[config.mk]
export PLATFORM = sky130hd
export DESIGN_NAME = sfcf_top
export DESIGN_NICKNAME = d
export VERILOG_FILES = /design/src/rtl/sfcf_pkg.sv /design/src/rtl/sfcf_top.sv
export VERILOG_INCLUDE_DIRS = /design/src /design/src/rtl
export SDC_FILE = /design/constraint.sdc
export NUM_CORES = 1
export LEC_CHECK = 0
export ABC_AREA = 1
export BUFFER_PORTS_ARGS = -buffer_cell sky130_fd_sc_hd__buf_2
export CELL_PAD_IN_SITES_DETAIL_PLACEMENT = 0
export CELL_PAD_IN_SITES_GLOBAL_PLACEMENT = 1
export CORE_AREA = 3 3 209 211
export CTS_BUF_LIST = sky130_fd_sc_hd__clkbuf_8
export CTS_CLUSTER_DIAMETER = 200
export DETAILED_ROUTE_END_ITERATION = 8
export DIE_AREA = 0 0 212 214
export MAX_ROUTING_LAYER = met4
export PLACE_DENSITY = 0.6
export SLEW_MARGIN = 20
export SYNTH_ARGS = -nofsm -noshare
export SYNTH_HDL_FRONTEND = slang
export SYNTH_SLANG_ARGS = --single-unit
[constraint.sdc]
create_clock -name sys_clk -period 4.1 [get_ports sys_clk]
set_input_delay 0.205 -clock sys_clk [delete_from_list [all_inputs] [get_ports sys_clk]]
set_output_delay 0.205 -clock sys_clk [all_outputs]
set_load 0.01 [all_outputs]
[src/rtl/sfcf_defs.svh]
`ifndef SFCF_DEFS_SVH
`define SFCF_DEFS_SVH
// ==========================================
// Opcodes
`define SFCF_OP_READ 8'h03
`define SFCF_OP_FAST 8'h0B
`define SFCF_OP_DOR 8'h3B
`define SFCF_OP_DIOR 8'hBB
`define SFCF_OP_QOR 8'h6B
`define SFCF_OP_QIOR 8'hEB
`define SFCF_OP_PGE 8'h81
`define SFCF_OP_SECE 8'h20
`define SFCF_OP_HBE 8'h52
`define SFCF_OP_FBE 8'hD8
`define SFCF_OP_CE1 8'h60
`define SFCF_OP_CE2 8'hC7
`define SFCF_OP_PP 8'h02
`define SFCF_OP_DPP 8'hA2
`define SFCF_OP_QPP 8'h32
`define SFCF_OP_SUS1 8'h75
`define SFCF_OP_SUS2 8'hB0
`define SFCF_OP_RES1 8'h7A
`define SFCF_OP_RES2 8'h30
`define SFCF_OP_WEN 8'h06
`define SFCF_OP_WDI 8'h04
`define SFCF_OP_VWEN 8'h50
`define SFCF_OP_SAE 8'h44
`define SFCF_OP_SAP 8'h42
`define SFCF_OP_SAR 8'h48
`define SFCF_OP_RSL 8'h05
`define SFCF_OP_RSH 8'h35
`define SFCF_OP_RCF 8'h15
`define SFCF_OP_INTE 8'h25
`define SFCF_OP_WSR 8'h01
`define SFCF_OP_WCR 8'h31
// ==========================================
// Region masks and register layout
`define SFCF_PAGE_MASK 24'h0000FF
`define SFCF_SECT_MASK 24'h000FFF
`define SFCF_HBLK_MASK 24'h007FFF
`define SFCF_FBLK_MASK 24'h00FFFF
`define SFCF_CHIP_MASK 24'h1FFFFF
`define SFCF_SR_QE 9
`define SFCF_SR_RST 14'h0000
`define SFCF_CR_RST 8'h00
`endif

[src/rtl/sfcf_pkg.sv]
package sfcf_pkg;
	typedef enum logic [2:0] {
		ST_CMD = 3'b000,
		ST_ADDR = 3'b001,
		ST_DUMMY = 3'b010,
		ST_DATA = 3'b011,
		ST_STANDBY = 3'b100
	} sfcf_state_t;

	typedef enum logic [4:0] {
		K_NONE = 5'b00000,
		K_READ = 5'b00001,
		K_SECREAD = 5'b00010,
		K_STLO = 5'b00011,
		K_STHI = 5'b00100,
		K_CFGRD = 5'b00101,
		K_PROG = 5'b00110,
		K_SECPROG = 5'b00111,
		K_ERASE = 5'b01000,
		K_SECERASE = 5'b01001,
		K_CHIPERASE = 5'b01010,
		K_SET_WRITE_LATCH_CMD = 5'b01011,
		K_CLEAR_WRITE_LATCH_CMD = 5'b01100,
		K_VOLATILE_STATUS_WRITE_ENABLE_CMD = 5'b01101,
		K_STATUS_WRITE_CMD = 5'b01110,
		K_CONFIG_WRITE_CMD = 5'b01111,
		K_INTE = 5'b10000,
		K_SUSRES = 5'b10001
	} sfcf_kind_t;

	// Flags: addr, dummy, din, dout, arr, prot, quad
	typedef struct packed {
		logic ok;
		sfcf_kind_t kind;
		logic [6:0] fl;
		logic [2:0] alw;
		logic [2:0] dlw;
		logic [23:0] rmask;
	} sfcf_cmd_t;
endpackage

[src/rtl/sfcf_top.sv]
`timescale 1ns/10ps
`include "sfcf_defs.svh"
// Behaviour
// - Skip program/erase touching protected area
// - 4K sectors 0-511, block and chip erase
// - Unknown opcode: standby, output off till CS
// - Valid opcode stays active until CS rises
// - Sample on clock rise, launch on fall
// - Reads end at once when CS rises
// - Write-type commands need byte-aligned CS rise
// - Ignore array commands while busy
// - Dual reads use two data lines
// - Quad reads use four lines, need quad bit
// - Hold pauses link only, not operations
// - Hold edges take effect with clock low
// - Hold: output off, input ignored
// - CS rise during hold resets interface
// - No hold in quad mode
// - 03h read, 0Bh fast read with dummy
// - 3Bh BBh 6Bh EBh multi-line reads
// - Page, sector, block and chip erase opcodes
// - 02h A2h 32h page program opcodes
// - 06h/04h latch control, 50h volatile status
// - Secure area erase, program and read
// - Status/config reads and writes, 25h
// - Modifying commands need write latch set; 01h after 50h runs without it
// - Latch cleared by listed command completions
// - Busy flag while operations run
module sfcf_top import sfcf_pkg::*; (
	input wire logic sys_clk,
	input wire logic resetn,
	input wire logic cs_n,
	input wire logic sclk,
	input wire logic [3:0] data_line_in,
	output logic [3:0] data_line_out,
	output logic [3:0] data_line_oe,
	output logic [23:0] rd_addr,
	output logic rd_secure,
	input wire logic [7:0] rd_data,
	output logic [7:0] prog_data,
	output logic prog_valid,
	input wire logic prog_ready,
	output logic op_start,
	output logic [4:0] op_kind,
	output logic [23:0] op_addr,
	output logic op_volatile,
	output logic op_reject,
	input wire logic op_done,
	input wire logic prot_en,
	input wire logic [23:0] prot_lo,
	input wire logic [23:0] prot_hi,
	output logic [15:0] status_bits,
	output logic [7:0] config_reg,
	output logic intr_enable,
	output logic hold_active
);
	// ==========================================
	// Pin synchronisers
	logic [3:0] d_m;
	logic [3:0] d_s;
	logic cs_m, cs_s, cs_d, ck_m, ck_s, ck_d;
	always_ff @(posedge sys_clk or negedge resetn) begin
		if (!resetn) begin
			d_m <= 4'hF;
			d_s <= 4'hF;
			cs_m <= 1'b1;
			cs_s <= 1'b1;
			cs_d <= 1'b1;
			ck_m <= 1'b0;
			ck_s <= 1'b0;
			ck_d <= 1'b0;
		end else begin
			d_m <= data_line_in;
			d_s <= d_m;
			cs_m <= cs_n;
			cs_s <= cs_m;
			cs_d <= cs_s;
			ck_m <= sclk;
			ck_s <= ck_m;
			ck_d <= ck_s;
		end
	end

	// ==========================================
	// Command decode
	function automatic sfcf_cmd_t sfcf_mk(input sfcf_kind_t k, input logic [6:0] fl,
			input logic [2:0] alw, input logic [2:0] dlw, input logic [23:0] rm);
		sfcf_cmd_t c;
		c.ok = 1'b1;
		c.kind = k;
		c.fl = fl;
		c.alw = alw;
		c.dlw = dlw;
		c.rmask = rm;
		return c;
	endfunction

	function automatic sfcf_cmd_t sfcf_decode(input logic [7:0] op, input logic qe);
		sfcf_cmd_t c;
		c = '0;
		case (op)
			`SFCF_OP_READ: c = sfcf_mk(K_READ, 7'b1001100, 3'd1, 3'd1, 24'h0);
			`SFCF_OP_FAST: c = sfcf_mk(K_READ, 7'b1101100, 3'd1, 3'd1, 24'h0);
			`SFCF_OP_DOR: c = sfcf_mk(K_READ, 7'b1101100, 3'd1, 3'd2, 24'h0);
			`SFCF_OP_DIOR: c = sfcf_mk(K_READ, 7'b1101100, 3'd2, 3'd2, 24'h0);
			`SFCF_OP_QOR: c = sfcf_mk(K_READ, 7'b1101101, 3'd1, 3'd4, 24'h0);
			`SFCF_OP_QIOR: c = sfcf_mk(K_READ, 7'b1101101, 3'd4, 3'd4, 24'h0);
			`SFCF_OP_PGE: c = sfcf_mk(K_ERASE, 7'b1000110, 3'd1, 3'd1, `SFCF_PAGE_MASK);
			`SFCF_OP_SECE: c = sfcf_mk(K_ERASE, 7'b1000110, 3'd1, 3'd1, `SFCF_SECT_MASK);
			`SFCF_OP_HBE: c = sfcf_mk(K_ERASE, 7'b1000110, 3'd1, 3'd1, `SFCF_HBLK_MASK);
			`SFCF_OP_FBE: c = sfcf_mk(K_ERASE, 7'b1000110, 3'd1, 3'd1, `SFCF_FBLK_MASK);
			`SFCF_OP_CE1, `SFCF_OP_CE2: c = sfcf_mk(K_CHIPERASE, 7'b0000110, 3'd1, 3'd1,
				`SFCF_CHIP_MASK);
			`SFCF_OP_PP: c = sfcf_mk(K_PROG, 7'b1010110, 3'd1, 3'd1, `SFCF_PAGE_MASK);
			`SFCF_OP_DPP: c = sfcf_mk(K_PROG, 7'b1010110, 3'd1, 3'd2, `SFCF_PAGE_MASK);
			`SFCF_OP_QPP: c = sfcf_mk(K_PROG, 7'b1010111, 3'd1, 3'd4, `SFCF_PAGE_MASK);
			`SFCF_OP_SUS1, `SFCF_OP_SUS2, `SFCF_OP_RES1, `SFCF_OP_RES2:
				c = sfcf_mk(K_SUSRES, 7'b0000000, 3'd1, 3'd1, 24'h0);
			`SFCF_OP_WEN: c = sfcf_mk(K_SET_WRITE_LATCH_CMD, 7'b0000000, 3'd1, 3'd1, 24'h0);
			`SFCF_OP_WDI: c = sfcf_mk(K_CLEAR_WRITE_LATCH_CMD, 7'b0000000, 3'd1, 3'd1, 24'h0);
			`SFCF_OP_VWEN: c = sfcf_mk(K_VOLATILE_STATUS_WRITE_ENABLE_CMD, 7'b0000000, 3'd1, 3'd1, 24'h0);
			`SFCF_OP_SAE: c = sfcf_mk(K_SECERASE, 7'b1000100, 3'd1, 3'd1, 24'h0);
			`SFCF_OP_SAP: c = sfcf_mk(K_SECPROG, 7'b1010100, 3'd1, 3'd1, 24'h0);
			`SFCF_OP_SAR: c = sfcf_mk(K_SECREAD, 7'b1101100, 3'd1, 3'd1, 24'h0);
			`SFCF_OP_RSL: c = sfcf_mk(K_STLO, 7'b0001000, 3'd1, 3'd1, 24'h0);
			`SFCF_OP_RSH: c = sfcf_mk(K_STHI, 7'b0001000, 3'd1, 3'd1, 24'h0);
			`SFCF_OP_RCF: c = sfcf_mk(K_CFGRD, 7'b0001000, 3'd1, 3'd1, 24'h0);
			`SFCF_OP_INTE: c = sfcf_mk(K_INTE, 7'b0010000, 3'd1, 3'd1, 24'h0);
			`SFCF_OP_WSR: c = sfcf_mk(K_STATUS_WRITE_CMD, 7'b0010000, 3'd1, 3'd1, 24'h0);
			`SFCF_OP_WCR: c = sfcf_mk(K_CONFIG_WRITE_CMD, 7'b0010000, 3'd1, 3'd1, 24'h0);
			default: c = '0;
		endcase
		if (c.fl[0] && !qe) begin
			c.ok = 1'b0;
		end
		return c;
	endfunction

	// ==========================================
	// Shared terms
	sfcf_state_t state;
	sfcf_cmd_t cmd;
	sfcf_cmd_t dec;
	logic [7:0] sh, sh_next, tx, tx_val, src_byte, wsr0, wsr1;
	logic [2:0] bitpos, w_in;
	logic [3:0] pos_sum, txleft, lane_val, lane_oe;
	logic [1:0] bcnt, dcnt;
	logic [23:0] addr, r_lo, r_hi;
	logic [13:0] sr;
	logic write_enable_latch, busy_flag, vol_arm, lost, tx_on;
	logic hold_n, cs_rise, ck_rise, ck_fall, rx_en, rx_done, quad_mode;
	logic prot_hit, wr_ok, tx_fall, bnd, go, eng, is_prog, push, pop, bv1;
	logic [7:0] be1;

	assign hold_n = d_s[3];
	assign cs_rise = cs_s & ~cs_d;
	assign ck_rise = ck_s & ~ck_d & ~cs_s & ~hold_active;
	assign ck_fall = ~ck_s & ck_d & ~cs_s & ~hold_active;
	assign quad_mode = cmd.fl[0] & (state != ST_CMD);
	assign rx_en = ck_rise & (state != ST_STANDBY) & ~((state == ST_DATA) & cmd.fl[3]);
	assign pos_sum = {1'b0, bitpos} + {1'b0, w_in};
	assign rx_done = rx_en & pos_sum[3];
	assign dec = sfcf_decode(sh_next, sr[`SFCF_SR_QE - 2]);
	assign r_lo = addr & ~cmd.rmask;
	assign r_hi = addr | cmd.rmask;
	assign prot_hit = prot_en & cmd.fl[1] & (r_lo <= prot_hi) & (r_hi >= prot_lo);
	assign wr_ok = write_enable_latch & ~busy_flag & ~prot_hit;
	assign tx_fall = ck_fall & (state == ST_DATA) & cmd.fl[3];
	assign tx_val = (txleft == 4'h0) ? src_byte : tx;
	assign bnd = (state == ST_DATA) & (bitpos == 3'd0) & ~cmd.fl[3];
	assign is_prog = (cmd.kind == K_PROG) | (cmd.kind == K_SECPROG);

	always_comb begin
		case (state)
			ST_CMD: w_in = 3'd1;
			ST_ADDR, ST_DUMMY: w_in = cmd.alw;
			default: w_in = cmd.dlw;
		endcase
		case (w_in)
			3'd2: sh_next = {sh[5:0], d_s[1:0]};
			3'd4: sh_next = {sh[3:0], d_s};
			default: sh_next = {sh[6:0], d_s[0]};
		endcase
		case (cmd.kind)
			K_STLO: src_byte = {sr[5:0], write_enable_latch, busy_flag};
			K_STHI: src_byte = sr[13:6];
			K_CFGRD: src_byte = config_reg;
			default: src_byte = rd_data;
		endcase
		case (cmd.dlw)
			3'd2: lane_val = {2'b00, tx_val[7:6]};
			3'd4: lane_val = tx_val[7:4];
			default: lane_val = {2'b00, tx_val[7], 1'b0};
		endcase
		case (cmd.dlw)
			3'd2: lane_oe = 4'h3;
			3'd4: lane_oe = 4'hF;
			default: lane_oe = 4'h2;
		endcase
	end

	// Decides at CS rise whether a write-type command may run
	always_comb begin
		go = 1'b0;
		eng = 1'b0;
		if (bnd) begin
			case (cmd.kind)
				K_SET_WRITE_LATCH_CMD, K_CLEAR_WRITE_LATCH_CMD, K_VOLATILE_STATUS_WRITE_ENABLE_CMD: go = (dcnt == 2'd0);
				K_SUSRES: begin
					go = (dcnt == 2'd0);
					eng = 1'b1;
				end
				K_ERASE, K_CHIPERASE, K_SECERASE: begin
					go = (dcnt == 2'd0) & wr_ok;
					eng = 1'b1;
				end
				K_PROG, K_SECPROG: begin
					go = (dcnt != 2'd0) & wr_ok & ~lost;
					eng = 1'b1;
				end
				K_STATUS_WRITE_CMD: begin
					go = (dcnt != 2'd0) & (write_enable_latch | vol_arm) & ~busy_flag;
					eng = ~vol_arm;
				end
				K_CONFIG_WRITE_CMD: go = (dcnt == 2'd1) & write_enable_latch & ~busy_flag;
				K_INTE: go = (dcnt == 2'd1);
				default: go = 1'b0;
			endcase
		end
	end

	// ==========================================
	// Receive sequencer
	always_ff @(posedge sys_clk or negedge resetn) begin
		if (!resetn) begin
			state <= ST_CMD;
			cmd <= '0;
			sh <= 8'h00;
			bitpos <= 3'd0;
			bcnt <= 2'd0;
			dcnt <= 2'd0;
			addr <= 24'h000000;
			wsr0 <= 8'h00;
			wsr1 <= 8'h00;
		end else if (cs_s) begin
			// CS high clears state, bit and byte counts and address, also mid-hold
			state <= ST_CMD;
			bitpos <= 3'd0;
			bcnt <= 2'd0;
			dcnt <= 2'd0;
			addr <= 24'h000000;
		end else if (rx_en) begin
			sh <= sh_next;
			bitpos <= pos_sum[2:0];
			if (pos_sum[3]) begin
				case (state)
					ST_CMD: begin
						cmd <= dec;
						if (!dec.ok || (busy_flag && dec.fl[2])) begin
							state <= ST_STANDBY;
						end else if (dec.fl[6]) begin
							state <= ST_ADDR;
						end else begin
							state <= ST_DATA;
						end
					end
					ST_ADDR: begin
						addr <= {addr[15:0], sh_next};
						bcnt <= bcnt + 2'd1;
						if (bcnt == 2'd2) begin
							state <= cmd.fl[5] ? ST_DUMMY : ST_DATA;
						end
					end
					ST_DUMMY: state <= ST_DATA;
					ST_DATA: begin
						if (dcnt != 2'd3) begin
							dcnt <= dcnt + 2'd1;
						end
						if (dcnt == 2'd0) begin
							wsr0 <= sh_next;
						end
						if (dcnt == 2'd1) begin
							wsr1 <= sh_next;
						end
					end
					default: state <= state;
				endcase
			end
		end
	end

	// ==========================================
	// Transmit path
	always_ff @(posedge sys_clk or negedge resetn) begin
		if (!resetn) begin
			tx <= 8'h00;
			txleft <= 4'h0;
			tx_on <= 1'b0;
			data_line_out <= 4'h0;
			data_line_oe <= 4'h0;
			rd_addr <= 24'h000000;
			rd_secure <= 1'b0;
		end else if (cs_s) begin
			txleft <= 4'h0;
			tx_on <= 1'b0;
			data_line_oe <= 4'h0;
		end else begin
			if (rx_done && state == ST_ADDR && bcnt == 2'd2) begin
				rd_addr <= {addr[15:0], sh_next};
				rd_secure <= (cmd.kind == K_SECREAD);
			end
			if (tx_fall) begin
				tx_on <= 1'b1;
				data_line_out <= lane_val;
				tx <= tx_val << cmd.dlw;
				txleft <= ((txleft == 4'h0) ? 4'h8 : txleft) - {1'b0, cmd.dlw};
				if (txleft == 4'h0 && (cmd.kind == K_READ || cmd.kind == K_SECREAD)) begin
					rd_addr <= rd_addr + 24'h000001;
				end
			end
			// Hold pin low floats the outputs even before hold itself starts
			if ((tx_on || tx_fall) && (hold_n || quad_mode)) begin
				data_line_oe <= lane_oe;
			end else begin
				data_line_oe <= 4'h0;
			end
		end
	end

	// ==========================================
	// Hold tracking
	always_ff @(posedge sys_clk or negedge resetn) begin
		if (!resetn) begin
			hold_active <= 1'b0;
		end else if (cs_s || quad_mode) begin
			hold_active <= 1'b0;
		end else if (!ck_s) begin
			hold_active <= ~hold_n;
		end
	end

	// ==========================================
	// Status, latch and operation launch
	always_ff @(posedge sys_clk or negedge resetn) begin
		if (!resetn) begin
			write_enable_latch <= 1'b0;
			busy_flag <= 1'b0;
			vol_arm <= 1'b0;
			sr <= `SFCF_SR_RST;
			config_reg <= `SFCF_CR_RST;
			intr_enable <= 1'b0;
			op_start <= 1'b0;
			op_kind <= 5'h00;
			op_addr <= 24'h000000;
			op_volatile <= 1'b0;
			op_reject <= 1'b0;
			status_bits <= 16'h0000;
		end else begin
			op_start <= 1'b0;
			op_reject <= 1'b0;
			status_bits <= {sr, write_enable_latch, busy_flag};
			// Busy is never touched by hold
			if (op_done) begin
				busy_flag <= 1'b0;
			end
			if (cs_rise && cmd.ok && !cmd.fl[3] && state != ST_CMD) begin
				vol_arm <= go & (cmd.kind == K_VOLATILE_STATUS_WRITE_ENABLE_CMD);
				op_reject <= ~go;
				op_kind <= cmd.kind;
				op_addr <= addr;
				op_volatile <= vol_arm;
				if (go) begin
					case (cmd.kind)
						K_SET_WRITE_LATCH_CMD: write_enable_latch <= 1'b1;
						K_CLEAR_WRITE_LATCH_CMD: write_enable_latch <= 1'b0;
						K_STATUS_WRITE_CMD: begin
							sr[5:0] <= wsr0[7:2];
							if (dcnt == 2'd2) begin
								sr[13:6] <= wsr1;
							end
							write_enable_latch <= 1'b0;
						end
						K_CONFIG_WRITE_CMD: begin
							config_reg <= wsr0;
							write_enable_latch <= 1'b0;
						end
						K_INTE: intr_enable <= 1'b1;
						K_SUSRES: write_enable_latch <= write_enable_latch;
						default: write_enable_latch <= 1'b0;
					endcase
					op_start <= eng;
					// Set wins over a completion in the same cycle
					if (eng && cmd.kind != K_SUSRES) begin
						busy_flag <= 1'b1;
					end
				end
			end
		end
	end

	// ==========================================
	// Two-entry program data buffer
	// Head entry drives the outputs; a full buffer marks the command lost
	assign pop = prog_valid & prog_ready;
	assign push = rx_done & (state == ST_DATA) & is_prog & wr_ok & ~bv1;
	always_ff @(posedge sys_clk or negedge resetn) begin
		if (!resetn) begin
			prog_valid <= 1'b0;
			prog_data <= 8'h00;
			bv1 <= 1'b0;
			be1 <= 8'h00;
			lost <= 1'b0;
		end else begin
			if (cs_s) begin
				lost <= 1'b0;
			end else if (rx_done && state == ST_DATA && is_prog && bv1) begin
				lost <= 1'b1;
			end
			if (pop) begin
				if (bv1) begin
					prog_data <= be1;
					bv1 <= push;
					be1 <= sh_next;
				end else if (push) begin
					prog_data <= sh_next;
				end else begin
					prog_valid <= 1'b0;
				end
			end else if (push) begin
				if (!prog_valid) begin
					prog_data <= sh_next;
					prog_valid <= 1'b1;
				end else begin
					be1 <= sh_next;
					bv1 <= 1'b1;
				end
			end
		end
	end
endmodule // sfcf_top

==> key figures, run 1 <==
Setup path
  – Worst EP arrival: approximately 3900 ps
  – Crit-path cells: clkinv_1 > nand2_1 > ha_1 > a21oi_1 > o21ai_0 > nand2_1 > o211ai_1 > nand3_1 > nand3_1 > nand3_1 > nand3_1 > nand2_1 > nand4_1 > o21ai_0
  – Worst path required time: ~4600 ps
  – Startpoint types: flop
  – Crit path capture type: flop
  – Slowest stage cell on the critical path: nand4_1
  – Worst Path Max Fanout: 16
  – CP dominant cell by count: nand3_1
  – Slowest stage delay, CP: about 570 ps
  – Crit path kind: reg2reg

Synthesis
  – Post-Syn Area: ~13000 sq um
  – Register area share after synthesis: a little under half
  – Distinct cells, synth: 56
  – Syn_area_per_cell: 7.974 sq um
  – Asr flop ratio synth: between 90% and 100%
  – Synth Instances: approximately 1600
  – Synth warn: 0
  – EDFF count, synth: 0
  – Main synth FF type: dfrtp_1
  – Synthesized flop and latch total: between 200 and 250
  – Syn nets: ~1700

Cells and area
  – Diode count: 0
  – Top Registers: addr x24, op_addr x24, rd_addr x24
  – Layout Nets: roughly 1900
  – Area growth from synthesis to layout: 19.89%
  – Layout cells sized above 1: 18.70%
  – Final Util: 35.94%

Timing
  – Period minus WS final: about 3400 ps
  – F_max: 292.2 MHz
  – TNS Setup: 0 ps
  – Final setup vio count: 0
  – Final hold vios: 0
  – Setup ws final: 677.1 ps
  – Worst-Margin Slew: between 800 and 900 ps
  – Slew headroom: ~45%
  – Pins over their slew limit: 0
  – RSZ-0062 raised after global routing: no
  – Final Cycle Share: between 80% and 90%
  – Clock Skews: 26.91 ps

Outcome
  – Status: finished, final reports clean

Floorplanning
  – Core area: roughly 42000 sq um
  – Area of the die: 45370 sq um
  – Rows: 75
  – Initial core utilization: between 20% and 30%
  – IO Count: around 170
  – Die W: ~210 microns
  – Die Y-Extent: 214 microns

Global routing
  – Initial antenna violation count: 0
  – Largest net degree at the start of global routing: 98
  – GR Overflow Total: 0
  – Overall routing resource usage: a little under a fifth
  – Vias in the first global route: 11370
  – Global-route wire length before repair: approximately 66 mm

Drt
  – First-pass DRT Iterations: 7
  – Vias: 11380
  – Drt wl/cell: approximately 18 microns
  – Final antenna-violating net count: 0
  – Final Routed Wirelength: ~42 mm
  – DR vias/cell: about 4.8
  – Iteration-0 DRC Markers: between 800 and 900
  – Remaining DRCs: 0

Clock tree
  – CTS tree: built
  – Root Buffer: clkbuf_8
  – H-tree depth: 2
  – CTS buffer count: 45
  – Clock Latency Late Sink: between 600 and 700 ps
  – Longest Clk Path Bufs: 3
  – Clk slew on worst S/H paths: roughly 60 ps
  – Post-CTS sizing: 0
  – Clk sinks: 229

Pwr
  – Clk pwr share: 43.9%
  – Pwr/cell area: 357.3 nW/um^2
  – Switching Power: between 1.5 and 2 mW
  – Combinational Power Share: between 10% and 20%
  – Flop pwr share: 43.4%
  – Total power: between 5 and 6 mW
  – Int Pwr: ~3.8 mW
  – Pleak: 7.930 nW
  – Switching share of power: between 20 and 30%
  – VDD IR-drop max: roughly 180 uV

Placed design
  – Placer Congestion: 0.9233
  – Hpwl dp: slightly above 30 mm
  – Post-Place Worst Slack: ~590 ps
  – Port buffer count: between 150 and 200

Worst hold path
  – Hold Crit Class: in2async

Flow run
  – Max-cap violations: 0
cell families after synthesis:
| family | Yosys count | share of synthesized area, % |
|---|---|---|
| mux | 3 | 0.2388 |
| compound gates | 355 | 15.57 |
| xor+xnor | 7 | 0.4876 |
| buf+inv | 283 | 8.547 |
| fa+ha+maj | 62 | 6.289 |
| simple gates | 638 | 23.18 |
| flops | 229 | 45.68 |
layout make-up:
cell class,count,area (sq um)
fillers,4473,26870
multi-input cells,1065,5758
flip-flops and latches,229,5744
repair buffers,192,1071
inverters,244,915.9
clock buffers,55,757.0
well taps,539,674.4
clock inverters,28,155.1
synth_stat cells (all sizes together) (2+ instances only):
cell	instances	area, sq um
a211oi	4	30.03
o211ai	10	75.07
o311ai	2	17.52
ha	60	750.7
dfstp	11	289.0
o22ai	30	187.7
o31ai	5	37.54
inv	241	904.6
a31oi	4	25.02
clkinv	3	11.26
fa	2	40.04
nand4	20	125.1
a21oi	75	379.1
xor2	4	35.03
nor4	8	56.30
nand2	357	1461
buf	4	27.52
xnor2	3	26.28
o21ai	202	1015
o21a	5	37.54
nor3	27	140.1
a22oi	5	37.54
nand3	91	475.5
a2bb2oi	2	17.52
clkbuf	35	131.4
mux2i	3	30.03
o221ai	4	35.03
dfrtp	218	5455
nor2	130	623.1
layout by cell type, fill, tap and decap left out, types with 3 or more instances in the layout:
| cell type | count |
|---|---|
| o22ai_1 | 30 |
| a211oi_1 | 4 |
| xor2_1 | 4 |
| nand2_4 | 6 |
| o21a_1 | 5 |
| nor2_1 | 107 |
| buf_4 | 16 |
| dfrtp_1 | 218 |
| clkinv_1 | 3 |
| inv_1 | 245 |
| nor2_2 | 11 |
| buf_2 | 165 |
| clkinv_2 | 8 |
| nor2_4 | 10 |
| mux2i_1 | 3 |
| o21ai_0 | 201 |
| inv_2 | 12 |
| a31oi_1 | 4 |
| o211ai_1 | 10 |
| nand4_1 | 20 |
| a21oi_1 | 74 |
| xnor2_1 | 3 |
| dfstp_2 | 11 |
| nand3_2 | 4 |
| a22oi_1 | 5 |
| o31ai_1 | 5 |
| nand3_1 | 87 |
| nor4_1 | 7 |
| nand2_1 | 325 |
| dlygate4sd3_1 | 9 |
| o221ai_1 | 4 |
| nand2_2 | 25 |
| clkbuf_8 | 55 |
| ha_1 | 60 |
| nor3_1 | 26 |
path summary, 6_finish.rpt:
path                                     start  slack [ps]                      endpoint  cells after the start
min in group sys_clk                rd_data[7]         140  data_line_out[3]$_DFFE_PN0P_                      5
max                        cmd[31]$_DFFE_PN0P_         680     config_reg[0]$_DFFE_PN0P_                     14
min                                     resetn          70      status_bits[7]$_DFF_PN0_                      2
min reg2reg                   d_m[0]$_DFF_PN1_         350              d_s[0]$_DFF_PN1_                      0
max in group asynchronous               resetn        2970      prog_data[6]$_DFFE_PN0P_                      3
max reg2reg                cmd[31]$_DFFE_PN0P_         680     config_reg[0]$_DFFE_PN0P_                     14
layer usage:
layer	vias to the layer above	GRT usage (%)	routed length, microns	share of wire (%)
met1	5457	26.70	20260	48
met2	245	29.24	19180	46
met4	0	5.180	846	2.0
li1	5619	-	-	-
met5	-	-	0	0
met3	62	2.709	1861	4.4
per-stage QoR:
step           area, sq um  std cells  hold WS [ps]
2_1_floorplan        12570       1577        -90.59
3_3_place_gp         14070       2260         128.6
3_5_place_dp         14070       2260         129.5
4_1_cts              15080       2352         41.46
5_1_grt              15080       2352         100.3
6_report             15080       2352         69.07
critical path, delay by kind of cell (launching register included):
| family | cells | cell delay [ps] |
|---|---|---|
| flops | 1 | 550 |
| buf+inv | 1 | 370 |
| fa+ha+maj | 1 | 250 |
| compound gates | 4 | 730 |
| simple gates | 8 | 1420 |
power by group through the flow:
stage	clock network, mW	registers [mW]	logic [mW]
after detailed placement	0	2.38	0.681
after global placement	0	2.38	0.681
after global routing	2.56	2.34	0.765
after CTS	2.46	2.34	0.690
after floorplan	0	2.37	0.402
final	2.37	2.34	0.684
timing repair:
item / CTS / global route
buffers inserted: 0 / 0
hold buffers: 9 / 0
endpoints found under the hold margin: 147 / 0
Note: power is estimated with default switching activity, not from simulation.
==> run 2: changes to the inputs <==
--- a/config.mk
+++ b/config.mk
@@ -16,7 +16,7 @@
 export DETAILED_ROUTE_END_ITERATION = 8
 export DIE_AREA = 0 0 212 214
 export MAX_ROUTING_LAYER = met4
-export PLACE_DENSITY = 0.6
+export PLACE_DENSITY = 0.62
 export SLEW_MARGIN = 20
 export SYNTH_ARGS = -nofsm -noshare
 export SYNTH_HDL_FRONTEND = slang
==> constraint.sdc (replaced) <==
create_clock -name sys_clk -period 3 [get_ports sys_clk]
set_input_delay 0.15 -clock sys_clk [delete_from_list [all_inputs] [get_ports sys_clk]]
set_output_delay 0.15 -clock sys_clk [all_outputs]
set_load 0.01 [all_outputs]
==> run 2 against run 1 <==
Net effect: non-clock buffer count increased by 89; core utilization increased by 2.4 points; wire length increased by 0.74%; register-to-register slack got worse by 550 ps; largest cell class unchanged; highest routed layer unchanged.
==> key figures, run 2 (synthesis results as in run 1) <==
Cells and area
  – Post-route insts no fill: 2436 (+3.6%)
  – Area growth from synthesis to layout: 27.93%
  – Area of the multi-input gates: 6015 sq um (+4.5%)
  – Final instance area: 16090 sq um (+6.7%)
  – Most common cell after layout, fill and taps aside: nand2_1
  – Register area: 5749 sq um (about the same)
  – Diode count: 0 (unchanged)
  – Top Registers: addr x24, op_addr x24, rd_addr x24
  – Final Util: 38.35% (+2.4 points)
  – Layout Nets: 1997 (+4.8%)
  – Commonest cells after routing, fill and taps aside: nand2_1, inv_1, dfrtp_1
  – Layout cells sized above 1: 25.09% (+6.4 points)
  – Fillers: 4371 (-2.3%)

Global routing
  – Vias in the first global route: 11540 (+1.5%)
  – Largest net degree at the start of global routing: 77 (-21%)
  – GR Overflow Total: 0 (unchanged)
  – Initial antenna violation count: 0 (unchanged)
  – Global-route wire length before repair: 66.49 mm (+0.61%)
  – Overall routing resource usage: 19.17% (about the same)

Flow run
  – Max-cap violations: 0 (unchanged)

Setup path
  – Crit path capture type: flop
  – Worst EP arrival: 3410 ps (-530 ps)
  – R2R cell count: 21 (+7)
  – Slowest stage delay, CP: 470 ps (-100 ps)
  – Startpoint types: flop
  – Crit path kind: reg2reg
  – Worst path required time: 3540 ps (-1080 ps)
  – Crit-path cells: nand2_4 > nand2_8 > nand2_4 > nand2_4 > nor2_4 > nand2_4 > nand2_8 > nor2_4 > nor2_4 > nor2_2 > nand2_1 > nor2_1 > nor2_2 > inv_1 > nor2_2 > nand3_1 > nand2_1 > nand3_2 > nand2_2 > nand3_1 > nand2_1
  – CP dominant cell by count: nand2_4
  – Slowest stage cell on the critical path: dfrtp_2
  – Worst Path Max Fanout: 8 (-8)

Timing
  – Final setup vio count: 0 (unchanged)
  – F_max: 348.5 MHz (+19%)
  – Worst-Margin Slew: 731.3 ps (-96.56 ps)
  – Period minus WS final: 2870 ps (-553.3 ps)
  – Pins over their slew limit: 0 (unchanged)
  – Clock Skews: 16.67 ps (-10.25 ps)
  – Hold slack final: 97.36 ps (+28.29 ps)
  – Final Cycle Share: 95.65% (+12 points)
  – Slew headroom: 51.13% (+6.4 points)
  – RSZ-0062 raised after global routing: yes
  – Final hold vios: 0 (unchanged)

Placed design
  – Hpwl dp: 32.05 mm (+3.2%)
  – Post-DP Area: 14670 sq um (+4.2%)
  – Placed cells: 2334 (+3.3%)
  – Placer Congestion: 0.8945 (-3.1%)
  – Port buffer count: 166 (unchanged)

Floorplanning
  – IO Count: 167 (unchanged)
  – Die Y-Extent: 214 microns (unchanged)
  – Initial core utilization: 29.98% (unchanged)
  – Die W: 212 microns (unchanged)
  – Rows: 75 (unchanged)
  – Core area: 41950 sq um (unchanged)
  – Area of the die: 45370 sq um (unchanged)

Drt
  – Drt wl/cell: 17.43 microns (-2.7%)
  – Iteration-0 DRC Markers: 807 (-5.6%)
  – Vias: 11600 (+1.9%)
  – First-pass DRT Iterations: 5 (-2)
  – DR vias/cell: 4.762 (-1.6%)
  – Final antenna-violating net count: 0 (unchanged)
  – Remaining DRCs: 0 (unchanged)
  – Final Routed Wirelength: 42.46 mm (+0.74%)

Clock tree
  – CTS tree: built
  – Clk sinks: 229 (unchanged)
  – Clock Latency Late Sink: 610 ps (about the same)
  – CTS buffer count: 45 (unchanged)
  – Root Buffer: clkbuf_8
  – H-tree depth: 2 (unchanged)
  – Clk slew on worst S/H paths: 60 ps (about the same)
  – Longest Clk Path Bufs: 3 (unchanged)

Pwr
  – Pwr/cell area: 479.3 nW/um^2 (+34%)
  – Pleak: 8.422 nW (+6.2%)
  – Total power: 7.711 mW (+43%)
  – VDD IR-drop max: 285.6 uV (+63%)

Outcome
  – Status: finished, final reports clean

Worst hold path
  – Hold Crit Class: in2async
## run 2: cell types whose count changed in the layout (fill, tap and decap cells not counted), sizes merged
cell      before  now
buf          183  272
inv          259  249
clkinvlp       1    4
bufinv         1    3
clkinv        11    9
nand2        357  358
nor2         130  131
## run 2: per-stage QoR
step           TNS [ps]  setup slack [ps]
2_1_floorplan         0             323.4
3_3_place_gp      -2721            -222.5
3_5_place_dp      -2416            -248.0
4_1_cts               0             19.24
5_1_grt          -153.4            -74.58
6_report              0             130.4
## run 2: cell type report
| cell class | count | area share [%] |
|---|---|---|
| timing repair buffer | 281 | 11.09 |
| inverter | 244 | 5.756 |
| sequential | 229 | 35.74 |
| clock inverter | 21 | 1.128 |
| tap | 539 | 4.192 |
| clock buffer | 55 | 4.706 |
| multi-input combinational | 1067 | 37.39 |
## run 2: critical path, delay by kind of cell (launching register included)
kind	cells	cell delay (ps)
AND/OR/NAND/NOR	20	2260
buffers and inverters	1	70
flip-flops	1	470
## run 2: where the power goes
part	switching, mW	total, mW	internal, mW
registers	0.0544	3.20	3.14
clock network	1.44	3.35	1.91
logic	0.722	1.16	0.438
total	2.22	7.71	5.49
## run 2: what timing repair did
item / in CTS / in global routing
pin swaps: 0 / 25
hold buffers: 9 / 0
gates resized for setup: 5 / 68
setup buffers: 0 / 15
hold endpoints to repair: 80 / 0
endpoints found under the setup margin: 17 / 67
gates cloned: 0 / 2
## run 2: worst paths after layout
| check | start | to | slack [ps] |
|---|---|---|---|
| worst max-delay path | state[1]$_DFFE_PN0P_ | state[1]$_DFFE_PN0P_ | 130 |
| worst min-delay path | resetn | status_bits[7]$_DFF_PN0_ | 100 |
| worst max register to register | state[1]$_DFFE_PN0P_ | state[1]$_DFFE_PN0P_ | 130 |
| worst min register to register | ck_m$_DFF_PN0_ | ck_s$_DFF_PN0_ | 350 |
| max in group asynchronous | resetn | d_m[1]$_DFF_PN1_ | 1950 |
| min in group sys_clk | rd_data[5] | data_line_out[1]$_DFFE_PN0P_ | 100 |
## run 2: per-layer routing
layer | vias to the layer above | GRT usage (%) | routed length (microns) | part of all wire (%)
met4 | 0 | 4.912 | 741 | 1.7
met1 | 5528 | 27.05 | 20650 | 49
met2 | 228 | 28.97 | 19330 | 46
met5 | - | - | 0 | 0
met3 | 54 | 2.783 | 1745 | 4.1
li1 | 5790 | - | - | -
